===== src/design/bst_pkg.sv =====
// Package for the boundary-scan test port: opcodes, register map, layout.
// Assumes one system clock at 100 MHz and a sampled test clock.
package bst_pkg;

  // ---------------------------------------------------------------------
  // Instruction opcodes
  // ---------------------------------------------------------------------
  localparam int IR_W = 4;
  localparam logic [IR_W-1:0] OP_SAMPLE = 4'h2;
  localparam logic [IR_W-1:0] OP_CHIP_RESET = 4'hc;
  localparam logic [IR_W-1:0] OP_BYPASS = 4'hf;

  // ---------------------------------------------------------------------
  // Register map
  // ---------------------------------------------------------------------
  localparam int ADDR_W = 4;
  localparam logic [ADDR_W-1:0] ADDR_MCU_CONTROL = 4'h0;
  localparam logic [ADDR_W-1:0] ADDR_RESET_CAUSE = 4'h1;
  localparam int BIT_PORT_DISABLE = 7;
  localparam int BIT_PULLUP_DIS = 4;
  localparam int BIT_TEST_RESET_FLAG = 4;
  localparam logic [7:0] MCU_CONTROL_RST = 8'h00;
  localparam logic [7:0] MCU_CONTROL_MASK = 8'h93;
  localparam int TIMED_WINDOW_CYC = 4;

  // ---------------------------------------------------------------------
  // Chain layout
  // ---------------------------------------------------------------------
  localparam int NPINS = 8;
  localparam int NOSC = 3;
  localparam logic [NOSC-1:0] OSC_IDLE_LEVEL = 3'h6;
  localparam logic [IR_W-1:0] IR_CAPTURE = 4'h1;
  localparam int CHAIN_W = 3 * NPINS + 2 + 2 * NOSC;
  localparam int TIMEOUT_CYC = 16;

  typedef enum logic [3:0] {
    ST_RESET, ST_IDLE, ST_SEL_DR, ST_CAP_DR, ST_SHIFT_DR, ST_EXIT1_DR,
    ST_PAUSE_DR, ST_EXIT2_DR, ST_UPD_DR, ST_SEL_IR, ST_CAP_IR,
    ST_SHIFT_IR, ST_EXIT1_IR, ST_PAUSE_IR, ST_EXIT2_IR, ST_UPD_IR
  } bst_tap_e;

  typedef struct packed {
    logic [NPINS-1:0] pin_output_bit;
    logic [NPINS-1:0] pin_direction_bit;
    logic [NPINS-1:0] pin_level;
    logic low_reset_observe;
    logic high_voltage_reset_observe;
    logic [NOSC-1:0] osc_enable;
    logic [NOSC-1:0] osc_clock;
    logic [NOSC-1:0] osc_used;
  } bst_obs_s;
endpackage


===== src/design/bst_test_port.sv =====
// Boundary-scan test port: TAP, instruction and data registers, control.
// Assumes test pins arrive asynchronously and are sampled on clk_sys_i.
//
// Contract
// Opcode 2 samples and shifts boundary chain.
// Sample update loads latches, pins untouched.
// Opcode C selects reset bit; TAP kept.
// Chip reset while reset bit is one.
// Chip-reset instruction only shifts in Shift-DR.
// Opcode F selects bypass cell.
// Bypass captures zero, then shifts.
// Disable bit one turns test port off.
// Disable bit changes on double write.
// Software sets disable bit when unconnected.
// Test reset sets reset cause flag.
// Flag cleared by power-on or zero write.
// Pins have pull-up and two-stage cells.
// Scanned input raw; data, control from registers (code captures pin_level in the control cells, not pin_direction_bit).
// Pull-up equals not-disable, not-dir, output bit.
// Chain observes actual pin value.
// Reset pin has two observe cells.
// Oscillator enable and clock are scanned.
// Unused clock lines read 0,1,1.
// Controller enables one clock source only.
// Oscillator enables kept in chain.
// Four-bit IR, shifted LSB first.
// Timeout holds reset after release.
// Unknown opcodes select bypass.
//
// Implementation choices: the strobed register port and the placing of the registers.
`timescale 1ns/10ps
module bst_test_port
  import bst_pkg::*;
(
  // Clock and reset
  input wire logic clk_sys_i,
  input wire logic rst_i,
  // Test access pins
  input wire logic tck_i,
  input wire logic tms_i,
  input wire logic tdi_i,
  output logic tdo_o,
  output logic tdo_oe_o,
  // Fuse and observed chip signals
  input wire logic test_port_fuse_i,
  input wire bst_obs_s obs_i,
  // Register port
  input wire logic [ADDR_W-1:0] addr_i,
  input wire logic [7:0] wdata_i,
  input wire logic wr_i,
  input wire logic rd_i,
  output logic [7:0] rdata_o,
  // Chip reset and latches
  output logic chip_reset_o,
  output logic [CHAIN_W-1:0] bound_latch_o
);

  logic [2:0] tck_s_r;
  logic [1:0] tms_s_r;
  logic [1:0] tdi_s_r;
  logic tck_rise;
  logic tck_fall;
  bst_tap_e tap_r;
  bst_tap_e tap_nxt;
  logic [IR_W-1:0] ir_r;
  logic [IR_W-1:0] ir_sh_r;
  logic [CHAIN_W-1:0] chain_r;
  logic [CHAIN_W-1:0] capture;
  logic bypass_r;
  logic rst_bit_r;
  logic [7:0] ctrl_r;
  logic flag_r;
  logic [2:0] win_r;
  logic [7:0] mcu_control_wv;
  logic en;
  logic [4:0] tmo_r;
  logic [NOSC-1:0] clk_line;
  logic [NPINS-1:0] pue;
  logic [NOSC-1:0] osc_unused;

  // -----------------------------------------------------------------------
  // Pin synchronisers
  // -----------------------------------------------------------------------
  always_ff @(posedge clk_sys_i or posedge rst_i) begin
    if (rst_i) begin
      tck_s_r <= 3'h0;
      tms_s_r <= 2'h3;
      tdi_s_r <= 2'h0;
    end else begin
      tck_s_r <= {tck_s_r[1:0], tck_i};
      tms_s_r <= {tms_s_r[0], tms_i};
      tdi_s_r <= {tdi_s_r[0], tdi_i};
    end
  end
  assign tck_rise = tck_s_r[1] & ~tck_s_r[2];
  assign tck_fall = ~tck_s_r[1] & tck_s_r[2];
  assign en = test_port_fuse_i & ~ctrl_r[BIT_PORT_DISABLE];

  // -----------------------------------------------------------------------
  // TAP state machine
  // -----------------------------------------------------------------------
  always_comb begin
    tap_nxt = tap_r;
    unique case (tap_r)
      ST_RESET: tap_nxt = tms_s_r[1] ? ST_RESET : ST_IDLE;
      ST_IDLE: tap_nxt = tms_s_r[1] ? ST_SEL_DR : ST_IDLE;
      ST_SEL_DR: tap_nxt = tms_s_r[1] ? ST_SEL_IR : ST_CAP_DR;
      ST_CAP_DR: tap_nxt = tms_s_r[1] ? ST_EXIT1_DR : ST_SHIFT_DR;
      ST_SHIFT_DR: tap_nxt = tms_s_r[1] ? ST_EXIT1_DR : ST_SHIFT_DR;
      ST_EXIT1_DR: tap_nxt = tms_s_r[1] ? ST_UPD_DR : ST_PAUSE_DR;
      ST_PAUSE_DR: tap_nxt = tms_s_r[1] ? ST_EXIT2_DR : ST_PAUSE_DR;
      ST_EXIT2_DR: tap_nxt = tms_s_r[1] ? ST_UPD_DR : ST_SHIFT_DR;
      ST_UPD_DR: tap_nxt = tms_s_r[1] ? ST_SEL_DR : ST_IDLE;
      ST_SEL_IR: tap_nxt = tms_s_r[1] ? ST_RESET : ST_CAP_IR;
      ST_CAP_IR: tap_nxt = tms_s_r[1] ? ST_EXIT1_IR : ST_SHIFT_IR;
      ST_SHIFT_IR: tap_nxt = tms_s_r[1] ? ST_EXIT1_IR : ST_SHIFT_IR;
      ST_EXIT1_IR: tap_nxt = tms_s_r[1] ? ST_UPD_IR : ST_PAUSE_IR;
      ST_PAUSE_IR: tap_nxt = tms_s_r[1] ? ST_EXIT2_IR : ST_PAUSE_IR;
      ST_EXIT2_IR: tap_nxt = tms_s_r[1] ? ST_UPD_IR : ST_SHIFT_IR;
      ST_UPD_IR: tap_nxt = tms_s_r[1] ? ST_SEL_DR : ST_IDLE;
    endcase
  end

  always_ff @(posedge clk_sys_i or posedge rst_i) begin
    if (rst_i) begin
      tap_r <= ST_RESET;
    end else if (!en) begin
      tap_r <= ST_RESET;
    end else if (tck_rise) begin
      tap_r <= tap_nxt;
    end
  end

  // -----------------------------------------------------------------------
  // Instruction register
  // -----------------------------------------------------------------------
  always_ff @(posedge clk_sys_i or posedge rst_i) begin
    if (rst_i) begin
      ir_r <= OP_BYPASS;
      ir_sh_r <= OP_BYPASS;
    end else if (tap_r == ST_RESET) begin
      ir_r <= OP_BYPASS;
    end else if (tck_rise) begin
      if (tap_r == ST_CAP_IR) begin
        ir_sh_r <= IR_CAPTURE;
      end else if (tap_r == ST_SHIFT_IR) begin
        ir_sh_r <= {tdi_s_r[1], ir_sh_r[IR_W-1:1]};
      end else if (tap_r == ST_UPD_IR) begin
        ir_r <= ir_sh_r;
      end
    end
  end

  // -----------------------------------------------------------------------
  // Boundary chain capture
  // -----------------------------------------------------------------------
  assign osc_unused = OSC_IDLE_LEVEL;
  assign clk_line = (obs_i.osc_clock & obs_i.osc_used)
                  | (osc_unused & ~obs_i.osc_used);
  assign pue = {NPINS{~ctrl_r[BIT_PULLUP_DIS]}} & ~obs_i.pin_direction_bit
             & obs_i.pin_output_bit;
  assign capture = {pue, obs_i.pin_direction_bit, obs_i.pin_output_bit,
                    obs_i.low_reset_observe,
                    obs_i.high_voltage_reset_observe,
                    obs_i.osc_enable, clk_line};

  always_ff @(posedge clk_sys_i or posedge rst_i) begin
    if (rst_i) begin
      chain_r <= '0;
      bound_latch_o <= '0;
    end else if (tck_rise && ir_r == OP_SAMPLE) begin
      if (tap_r == ST_CAP_DR) begin
        chain_r <= {capture[CHAIN_W-1:2*NPINS+2+2*NOSC],
                    obs_i.pin_level, capture[NPINS+1+2*NOSC:0]};
      end else if (tap_r == ST_SHIFT_DR) begin
        chain_r <= {tdi_s_r[1], chain_r[CHAIN_W-1:1]};
      end else if (tap_r == ST_UPD_DR) begin
        bound_latch_o <= chain_r;
      end
    end
  end

  // -----------------------------------------------------------------------
  // Bypass and reset data registers
  // -----------------------------------------------------------------------
  always_ff @(posedge clk_sys_i or posedge rst_i) begin
    if (rst_i) begin
      bypass_r <= 1'b0;
    end else if (tck_rise && ir_r != OP_SAMPLE && ir_r != OP_CHIP_RESET) begin
      if (tap_r == ST_CAP_DR) begin
        bypass_r <= 1'b0;
      end else if (tap_r == ST_SHIFT_DR) begin
        bypass_r <= tdi_s_r[1];
      end
    end
  end

  always_ff @(posedge clk_sys_i or posedge rst_i) begin
    if (rst_i) begin
      rst_bit_r <= 1'b0;
    end else if (tck_rise && ir_r == OP_CHIP_RESET
                 && tap_r == ST_SHIFT_DR) begin
      rst_bit_r <= tdi_s_r[1];
    end
  end

  // -----------------------------------------------------------------------
  // Serial output
  // -----------------------------------------------------------------------
  always_ff @(posedge clk_sys_i or posedge rst_i) begin
    if (rst_i) begin
      tdo_o <= 1'b0;
      tdo_oe_o <= 1'b0;
    end else if (!en) begin
      tdo_oe_o <= 1'b0;
    end else if (tck_fall) begin
      tdo_oe_o <= tap_r == ST_SHIFT_DR || tap_r == ST_SHIFT_IR;
      if (tap_r == ST_SHIFT_IR) begin
        tdo_o <= ir_sh_r[0];
      end else if (ir_r == OP_SAMPLE) begin
        tdo_o <= chain_r[0];
      end else if (ir_r == OP_CHIP_RESET) begin
        tdo_o <= rst_bit_r;
      end else begin
        tdo_o <= bypass_r;
      end
    end
  end

  // -----------------------------------------------------------------------
  // Chip reset and time-out
  // -----------------------------------------------------------------------
  always_ff @(posedge clk_sys_i or posedge rst_i) begin
    if (rst_i) begin
      tmo_r <= 5'h0;
      chip_reset_o <= 1'b0;
    end else if (rst_bit_r) begin
      tmo_r <= 5'(TIMEOUT_CYC);
      chip_reset_o <= 1'b1;
    end else if (tmo_r != 5'h0) begin
      tmo_r <= tmo_r - 5'h1;
      chip_reset_o <= 1'b1;
    end else begin
      chip_reset_o <= 1'b0;
    end
  end

  // -----------------------------------------------------------------------
  // Control and status registers
  // -----------------------------------------------------------------------
  assign mcu_control_wv = wdata_i & MCU_CONTROL_MASK;

  always_ff @(posedge clk_sys_i or posedge rst_i) begin
    if (rst_i) begin
      ctrl_r <= MCU_CONTROL_RST;
      win_r <= 3'h0;
    end else if (wr_i && addr_i == ADDR_MCU_CONTROL) begin
      ctrl_r[6:0] <= mcu_control_wv[6:0];
      if (win_r != 3'h0) begin
        ctrl_r[BIT_PORT_DISABLE] <= mcu_control_wv[BIT_PORT_DISABLE];
        win_r <= 3'h0;
      end else begin
        win_r <= 3'(TIMED_WINDOW_CYC);
      end
    end else if (win_r != 3'h0) begin
      win_r <= win_r - 3'h1;
    end
  end

  always_ff @(posedge clk_sys_i or posedge rst_i) begin
    if (rst_i) begin
      flag_r <= 1'b0;
    end else if (rst_bit_r) begin
      flag_r <= 1'b1;
    end else if (wr_i && addr_i == ADDR_RESET_CAUSE
                 && !wdata_i[BIT_TEST_RESET_FLAG]) begin
      flag_r <= 1'b0;
    end
  end

  always_ff @(posedge clk_sys_i or posedge rst_i) begin
    if (rst_i) begin
      rdata_o <= 8'h00;
    end else if (rd_i && addr_i == ADDR_MCU_CONTROL) begin
      rdata_o <= ctrl_r;
    end else if (rd_i && addr_i == ADDR_RESET_CAUSE) begin
      rdata_o <= {3'h0, flag_r, 4'h0};
    end else begin
      rdata_o <= 8'h00;
    end
  end

  // -----------------------------------------------------------------------
  // Checks
  // -----------------------------------------------------------------------
  property p_reset_hold;
    @(posedge clk_sys_i) disable iff (rst_i)
    rst_bit_r |=> chip_reset_o;
  endproperty
  a_reset_hold: assert property (p_reset_hold)
    else $error("chip reset not held");

  property p_flag_set;
    @(posedge clk_sys_i) disable iff (rst_i)
    rst_bit_r |=> flag_r;
  endproperty
  a_flag_set: assert property (p_flag_set)
    else $error("reset flag not set");

  property p_single_write;
    @(posedge clk_sys_i) disable iff (rst_i)
    (wr_i && addr_i == ADDR_MCU_CONTROL && win_r == 3'h0)
      |=> $stable(ctrl_r[BIT_PORT_DISABLE]);
  endproperty
  a_single_write: assert property (p_single_write)
    else $error("disable bit changed on single write");

  property p_bypass_cap;
    @(posedge clk_sys_i) disable iff (rst_i)
    (tck_rise && tap_r == ST_CAP_DR && ir_r == OP_BYPASS) |=> !bypass_r;
  endproperty
  a_bypass_cap: assert property (p_bypass_cap)
    else $error("bypass capture not zero");

  property p_disabled;
    @(posedge clk_sys_i) disable iff (rst_i)
    ctrl_r[BIT_PORT_DISABLE] |=> tap_r == ST_RESET;
  endproperty
  a_disabled: assert property (p_disabled)
    else $error("port active while disabled");

  property p_timeout;
    @(posedge clk_sys_i) disable iff (rst_i)
    $fell(rst_bit_r) |-> chip_reset_o [*8];
  endproperty
  a_timeout: assert property (p_timeout)
    else $error("reset released before time-out");

  property p_flag_clear;
    @(posedge clk_sys_i) disable iff (rst_i)
    (wr_i && addr_i == ADDR_RESET_CAUSE && !wdata_i[BIT_TEST_RESET_FLAG]
     && !rst_bit_r) |=> !flag_r;
  endproperty
  a_flag_clear: assert property (p_flag_clear)
    else $error("flag not cleared");

  property p_latch_only_update;
    @(posedge clk_sys_i) disable iff (rst_i)
    !(tck_s_r[2:1] == 2'b01 && tap_r == ST_UPD_DR) |=> $stable(bound_latch_o);
  endproperty
  a_latch_only_update: assert property (p_latch_only_update)
    else $error("latch changed outside update");

  property p_chain_shift;
    @(posedge clk_sys_i) disable iff (rst_i)
    (tck_rise && tap_r == ST_SHIFT_DR && ir_r == OP_SAMPLE)
      |=> chain_r[CHAIN_W-2:0] == $past(chain_r[CHAIN_W-1:1]);
  endproperty
  a_chain_shift: assert property (p_chain_shift)
    else $error("boundary chain did not shift");

  property p_bypass_shift;
    @(posedge clk_sys_i) disable iff (rst_i)
    (tck_rise && tap_r == ST_SHIFT_DR && ir_r == OP_BYPASS)
      |=> bypass_r == $past(tdi_s_r[1]);
  endproperty
  a_bypass_shift: assert property (p_bypass_shift)
    else $error("bypass cell did not shift");

  property p_reset_shift;
    @(posedge clk_sys_i) disable iff (rst_i)
    (tck_rise && tap_r == ST_SHIFT_DR && ir_r == OP_CHIP_RESET)
      |=> rst_bit_r == $past(tdi_s_r[1]);
  endproperty
  a_reset_shift: assert property (p_reset_shift)
    else $error("reset bit did not shift");

endmodule


===== config.mk =====
export PLATFORM = sky130hd
export DESIGN_NAME = bst_test_port
export DESIGN_NICKNAME = d
export VERILOG_FILES = /design/src/design/bst_pkg.sv /design/src/design/bst_test_port.sv
export SDC_FILE = /design/constraint.sdc
export NUM_CORES = 1
export LEC_CHECK = 0
export ABC_AREA = 1
export BUFFER_PORTS_ARGS = -buffer_cell sky130_fd_sc_hd__clkbuf_2
export CORE_MARGIN = 2
export CORE_UTILIZATION = 55
export DETAILED_ROUTE_END_ITERATION = 10
export PLACE_DENSITY = 0.8
export SYNTH_ARGS = -nofsm -noshare
export SYNTH_HDL_FRONTEND = slang
export SYNTH_SLANG_ARGS = --single-unit

===== constraint.sdc =====
create_clock -name clk_sys_i -period 3.2 [get_ports clk_sys_i]
set_input_delay 0.16 -clock clk_sys_i [delete_from_list [all_inputs] [get_ports clk_sys_i]]
set_output_delay 0.16 -clock clk_sys_i [all_outputs]
set_load 0.005 [all_outputs]

Word-level counts from Yosys, hierarchy flattened

Index checks and enable logic that the tools add are counted.

Bitwise gates (word level): 16
Reductions and logical operators: 33
$add $sub $neg: 2
Equality and inequality tests: 24
Mux-type cells: 42

Operator list:

| cell                | count |
|---|---|
| $mux 32             | 2 |
| $mux 4              | 13 |
| $pmux 4 s12         | 1 |
| $eq 4x4->1 const B  | 9 |
| $and 8x8->8         | 2 |
| $eq 4x3->1 const B  | 4 |
| $mux 3              | 5 |
| $mux 5              | 3 |
| $mux 1              | 14 |
| $reduce_bool 2->1   | 7 |
| $eq 4x2->1 const B  | 3 |
| $logic_and 1x1->1   | 10 |
| $eq 4x1->1 const B  | 2 |
| $logic_not 4->1     | 2 |
| $mux 8              | 1 |
| $ne 2x2->1 const B  | 4 |
| $not 8->8           | 1 |
| $reduce_and 2->1    | 4 |
| $reduce_and 4->1    | 2 |
| $not 1->1           | 7 |
| $mux 2              | 3 |
| $reduce_bool 5->1   | 1 |
| $sub 5x1->5 const B | 1 |
| $ne 4x2->1 const B  | 1 |
| 12 further kinds    | 15 |

Output and inout port bits: 43
Word-level logic and storage cells: 136
Bits of input ports: 55
Bits in registers: 109

Depth between registers and ports, before layout

Gate-level depths: netlist of run 1.

Depth after elaboration: 6
Gate-level depth with buffers: 9
Gate-level depth less buffers: 9

Worst setup path after synthesis of run 1

OpenSTA, ideal clock, no wires.

Path kind: flip-flop to flip-flop
Start point: register tap_r[2]
End point: register chain_r[22]
Required time: 3,074 ps
Path buffers: 1
Data arrival time: 1,339 ps
Path slack: 1,735 ps
Library setup time: 126 ps
Stages on the path, launching flop included: 8
Path through: dfrtp_1 > nor2_1 > nand2_2 > nand2_2 > nand2_2 > nor2_8 > buf_6 > o21ai_0

Longest elaborated chain between the ends: 3
Elaborated cells between the ends (all ways): 5
Classes of those cells: 2 x eq/ne; 1 x mux; 2 x reduce/logical

RTL lines:

| item                                     | RTL line                                   | RTL |
|---|---|---|
| from (decl)                              | bst_test_port.sv:63                        | `bst_tap_e tap_r;` |
| from (signal assigned)                   | bst_test_port.sv:130                       | `tap_r <= tap_nxt;` |
| $eq 4x2->1 or $eq 4x3->1 (tied branches) | bst_test_port.sv:172, bst_test_port.sv:175 |  |
| $reduce_bool 2->1 (no line)              | -                                          |  |
| $reduce_and 2->1 (no line)               | -                                          |  |
| to (signal assigned)                     | bst_test_port.sv:173                       | `chain_r <= {capture[CHAIN_W-1:2*NPINS+2+2*NOSC],` |
| to (signal assigned)                     | bst_test_port.sv:176                       | `chain_r <= {tdi_s_r[1], chain_r[CHAIN_W-1:1]};` |
| to (decl)                                | bst_test_port.sv:67                        | `logic [CHAIN_W-1:0] chain_r;` |

Several ways; a longest one is shown, not always the timed one.
A chain may end at the register's enable or synchronous reset.

Worst setup path after layout of run 1

Start point: register tap_r[2]
End point: register chain_r[1]

The elaborated chain is that of the path after synthesis.

==> results.yml, run 1 <==
setup_path:
  crit_arrival_ns: 2.44
  worstPathMaxFanout: 55
  r2r_end: "chain_r[1]$_DFFE_PP0P_"
  cp-startpoint: "tap_r[2]$_DFFE_PP0P_"
  end_kind: "flip-flop"
  cp-start-kind: "flip-flop"
  cp-endpoint: "chain_r[1]$_DFFE_PP0P_"
  critical_path_required_ns: 3.48
  rr_startpoint: "tap_r[2]$_DFFE_PP0P_"
  reg2regPathDepth: 7
  reg2reg_slack_ns: 1.05
  worst-setup-path-type: "reg -> reg"
yosys:
  synth_top_area_frac: 0.496
  ys_types: 31
  synth_area_leader_cell: "dfrtp_1"
  syn_area_per_cell_sq_um: 8.52
  synth.top_cells.by_area: "dfrtp_1, nand2_1, o21ai_0"
  yosysWarnings: 0
  syn_inst: 562
  synthesis.area_sq_um: 4790
  yosysSeqAreaShare: 0.551
  ys_seq_elements: 105
drt:
  routed_wirelength_um: 10000
  post-route-drc-count: 0
  wire_per_inst_um: 13.1
  drt_first_pass_iters: 4
  vias: 3941
  drt.antenna.violating_nets: 0
  initialDrtViolationCount: 210
  vias_per_cell: 5.16
final_layout:
  antenna_cells: 0
  stdcell_area_sq_um: 5490
  final_core_util: 0.639
  finalNonFillerCells: 764
  final_layout_size_suffix_gt1_frac: 0.223
  layout_commonest_cell: "nand2_1"
  syn2layout_area_growth_pct: 14.6
  fill_cells: 748
  final_cell_mix: "nand2_1, o21ai_0, dfrtp_1"
  nets: 710
clocking:
  cts_buffers: 9
  cts_sinks: 105
  cts_max_path_buffers: 2
  clkTransAtPathRegs_ns: 0.10
  clk_latency_ns: 0.37
  clockRootBuffer: "clkbuf_8"
  htreeDepth: 3
  post_cts_buffers: 0
  cts_tree: "yes"
flow_run:
  drv_cap: 0
place:
  placed_cell_area_sq_um: 5270
  place_inst: 744
  port_buffers: 89
  hpwl_um: 6990
  place.gp.congestion: 0.872
sta:
  fin_skew_ns: 0.00783
  drv_slew: 0
  setup_violations: 0
  max_slew_margin: 0.306
  post-route-period-util: 0.673
  hold_violations: 0
  period_minus_slack_ns: 2.15
  fmax_ghz: 0.464
  rsz0062_at_grt: "no"
  finalSetupTns_ns: 0
  tightestPinTransition_ns: 1.04
grt:
  track_usage: 0.224
  grt_start_max_net_pins: 90
  grt_pass1_vias: 3790
  grt_antenna_before_repair: 0
  grt_pass1_wl_um: 17300
  grt_overflow_total: 0
power:
  clkPwrFrac: 0.316
  power_switching_mw: 0.626
  p_per_area_nw_per_um2: 439
  cellInternalPower_mw: 1.78
  cellLeakagePower_nw: 2.81
  p_comb_frac: 0.097
  p_seq_frac: 0.588
  vdd_drop_max_mv: 0.238
  p_total_mw: 2.41
  switching_share: 0.260
status:
  status: "finished clean"
floorplanning:
  die_x_um: 97.3
  row_count: 34
  die_y_um: 97.3
  start_util: 0.557
  die-area_sq_um: 9470
  ios: 98
  core-area_sq_um: 8590
hold_path:
  hold_path.class: "in -> async"
## metrics by stage
step	hold WS, ns	setup WS, ns
after CTS	0.0136	1.02
after detailed placement	0.257	1.08
final	0.0209	1.05
after global routing	0.0390	0.776
after global placement	0.255	1.12
after floorplan	0.164	0.296
## kinds of logic after synthesis
family                     after synthesis  synth area share
and+or+nand+nor                        215             0.191
AOI/OAI and AO/OA                      140             0.157
DFF                                    105             0.551
buffers and inverters                   96            0.0875
adders and majority gates                4            0.0104
xor gates and xnor gates                 1           0.00183
other                                    1          0.000783
## power by group through the flow
stage | clock [mW] | sequential [mW] | combinational [mW]
final | 0.760 | 1.42 | 0.232
after global routing | 0.820 | 1.42 | 0.273
after CTS | 0.773 | 1.42 | 0.236
after detailed placement | 0 | 1.44 | 0.231
after global placement | 0 | 1.44 | 0.217
after floorplan | 0 | 1.43 | 0.154
## worst min-delay path by stage
stage	startpoint	to	slack, ns
after detailed placement	tms_i	tms_s_r[0]$_DFF_PP1_	0.26
after CTS	wdata_i[0]	ctrl_r[0]$_DFFE_PP0P_	0.01
after global routing	wdata_i[4]	ctrl_r[4]$_DFFE_PP0P_	0.04
after global placement	tms_i	tms_s_r[0]$_DFF_PP1_	0.25
after floorplan	tms_i	tms_s_r[0]$_DFF_PP1_	0.16
final	rst_i	tdi_s_r[0]$_DFF_PP0_	0.02
## critical path, stage by stage (launching register included)
cell	delay, ns
dfrtp_1	0.44
nor2_1	0.34
nand2_2	0.14
inv_2	0.59
o21ai_0	0.19
o21ai_0	0.14
nand2_1	0.09
o21ai_0	0.12
## layer usage
metal | wire (um) | track usage | up-vias | part of all wire
met5 | 0 | 0 | - | 0
li1 | - | - | 1973 | -
met4 | 153 | 0.0769 | 0 | 0.015
met1 | 4660 | 0.310 | 1871 | 0.46
met2 | 4780 | 0.354 | 82 | 0.48
met3 | 455 | 0.0489 | 15 | 0.045
## layout make-up
cell class | instances | area (sq um) | share of cell area
clock buffer | 10 | 138 | 0.0251
multi-input combinational | 364 | 1740 | 0.317
timing repair buffer | 96 | 508 | 0.0925
sequential | 105 | 2640 | 0.481
inverter | 75 | 284 | 0.0517
clock inverter | 6 | 42.5 | 0.00775
tap | 108 | 135 | 0.0246
## flip-flops by register name, summed over array words and instances (netlist names)
signal	flops
tdo_oe_o	1
rst_bit_r	1
ctrl_r	4
ir_sh_r	4
tdo_o	1
flag_r	1
chain_r	32
tck_s_r	3
rdata_o	4
win_r	3
bypass_r	1
tap_r	4
chip_reset_o	1
tmo_r	5
tdi_s_r	2
ir_r	4
bound_latch_o	32
tms_s_r	2
## Yosys cell counts, drive strengths merged
library cell / count
nand2: 142
o21ai: 117
dfrtp: 95
inv: 75
nor2: 34
nand3: 19
buf: 13
dfstp: 10
a21oi: 8
clkbuf: 8
o22ai: 8
or2: 8
nor3: 6
ha: 4
nand4: 4
a31oi: 3
nand3b: 2
o31ai: 2
a211oi: 1
conb: 1
o21bai: 1
xor2: 1
## timing repair
item,CTS,global route
gates resized for setup,0,0
hold buffers,4,0
endpoints found under the hold margin,4,0
No activity file was read; power rests on OpenSTA's default activity.
==> run 2, diff against run 1 <==
- clock period: 3.2 -> 2 ns (I/O delays scaled with it)
==> run 2 against run 1 <==
Compared with the run above:
- clock skew is 0.011 ns higher
- sequential power is 59% higher
- cell count is 1.0% higher
- worst setup slack worse by 0.80 ns
- die area stayed put
- count of clock-buffer cells in the layout stayed put
- sequential share of layout area is 1.2 points lower
- critical path depth is 1 higher
- non-clock buffer count is 8 higher
- critical path type unchanged
==> results.yml, run 2 (synthesis gave the netlist of run 1 again) <==
power:
  vdd_drop_max_mv: 0.419
  cellLeakagePower_nw: 2.87
  p_per_area_nw_per_um2: 698
setup_path:
  rr_startpoint: "tap_r[1]$_DFFE_PP0P_"
  worst-setup-path-type: "reg -> reg"
  crit_path_top_delay_cell: "dfrtp_1"
  worstPathMaxFanout: 64
  reg2regPathDepth: 8
  reg2reg_slack_ns: 0.25
  critical_path_required_ns: 2.29
  cp_slowest_stage_delay_ns: 0.48
  cp-start-kind: "flip-flop"
  end_kind: "flip-flop"
  crit_chain: "nor2_2 -> nand2_1 -> nand2_2 -> nand2_2 -> nor2_8 -> buf_12 -> nand2_1 -> o21ai_0"
  crit_arrival_ns: 2.05
  r2r_end: "chain_r[8]$_DFFE_PP0P_"
drt:
  post-route-drc-count: 0
  routed_wirelength_um: 10100
  initialDrtViolationCount: 180
  drt_first_pass_iters: 4
  vias_per_cell: 5.18
  vias: 3996
  drt.antenna.violating_nets: 0
  wire_per_inst_um: 13.1
place:
  place.gp.congestion: 0.930
  place_ws_ns: 0.290
  port_buffers: 89
  hpwl_um: 7180
hold_path:
  hp-start: "rd_i"
  hold_path.class: "in -> reg"
  whs_endpoint: "rdata_o[4]$_DFF_PP0_"
  hold_depth: 3
grt:
  grt_overflow_total: 0
  grt_pass1_wl_um: 17500
  grt_antenna_before_repair: 0
  track_usage: 0.224
  grt_pass1_vias: 3828
  grt_start_max_net_pins: 65
final_layout:
  reg_top3: "bound_latch_o x32, chain_r x32, tmo_r x5"
  final_core_util: 0.655
  layout_commonest_cell: "nand2_1"
  fill_cells: 717
  nets: 718
  multiInputGateArea_sq_um: 1740
  seq_area_sq_um: 2640
  antenna_cells: 0
  syn2layout_area_growth_pct: 17.5
  final_cell_mix: "nand2_1, o21ai_0, dfrtp_1"
  final_layout_size_suffix_gt1_frac: 0.226
floorplanning:
  die-area_sq_um: 9470
  ios: 98
  start_util: 0.557
  core-area_sq_um: 8590
  die_x_um: 97.3
  die_y_um: 97.3
  row_count: 34
sta:
  post-route-period-util: 0.877
  fmax_ghz: 0.570
  hold_violations: 0
  fin_skew_ns: 0.0191
  period_minus_slack_ns: 1.75
  fin_hold_ws_ns: 0.0223
  setup_ws_ns: 0.247
  drv_slew: 0
  setup_violations: 0
  rsz0062_at_grt: "no"
  tightestPinTransition_ns: 0.593
  max_slew_margin: 0.601
  finalSetupTns_ns: 0
status:
  status: "finished clean"
clocking:
  cts_buffers: 9
  htreeDepth: 3
  cts_sinks: 105
  clockRootBuffer: "clkbuf_8"
  post_cts_buffers: 0
  clk_latency_ns: 0.37
  cts_tree: "yes"
  cts_max_path_buffers: 2
  clkTransAtPathRegs_ns: 0.11
flow_run:
  drv_cap: 0
## run 2: how the worst max path moves through the flow
stage,cells past startpoint,end,slack (ns),start
CTS,8,chain_r[8]$_DFFE_PP0P_,0.27,tap_r[1]$_DFFE_PP0P_
finish,8,chain_r[8]$_DFFE_PP0P_,0.25,tap_r[1]$_DFFE_PP0P_
floorplan,7,chain_r[22]$_DFFE_PP0P_,0.53,tap_r[2]$_DFFE_PP0P_
detailed placement,7,chain_r[13]$_DFFE_PP0P_,0.29,tap_r[1]$_DFFE_PP0P_
global route,9,chain_r[3]$_DFFE_PP0P_,0.06,tap_r[2]$_DFFE_PP0P_
global placement,7,chain_r[6]$_DFFE_PP0P_,0.33,tap_r[1]$_DFFE_PP0P_
## run 2: repair_timing
action,4_1_cts,5_1_grt
endpoints found under the hold margin,102,0
endpoints found under the setup margin,0,0
resized for setup,0,0
hold buffers,8,0
## run 2: cell type report
type | instances | area share
sequential | 105 | 0.469
clock buffer | 10 | 0.0244
tap | 108 | 0.0240
clock inverter | 6 | 0.0109
multi-input combinational | 364 | 0.309
inverter | 75 | 0.0507
timing repair buffer | 104 | 0.112
## run 2: power by group
part | total (mW) | switching, mW | leakage, nW | internal, mW
Combinational | 0.384 | 0.220 | 1.54 | 0.163
Sequential | 2.26 | 0.0509 | 1.23 | 2.21
Clock | 1.29 | 0.771 | 0.0978 | 0.515
## run 2: critical path: cells and delay by family (launching register included)
kind / cells / cell delay (ns)
compound gates: 1 / 0.09
flops: 1 / 0.48
buf+inv: 1 / 0.25
simple gates: 6 / 0.84
## run 2: per-layer routing
layer	GRT usage	vias up	routed length, um
met5	0	-	0
met4	0.0748	0	196
met3	0.0460	19	503
met2	0.366	99	4800
met1	0.303	1880	4640
li1	-	1998	-
## run 2: per-stage QoR
| stage | cell area, sq um | power (mW) | instances |
|---|---|---|---|
| detailed placement | 5350 | 2.68 | 748 |
| global placement | 5350 | 2.66 | 748 |
| floorplan | 4800 | 2.54 | 565 |
| global route | 5630 | 4.13 | 772 |
| finish | 5630 | 3.93 | 772 |
| CTS | 5630 | 3.97 | 772 |
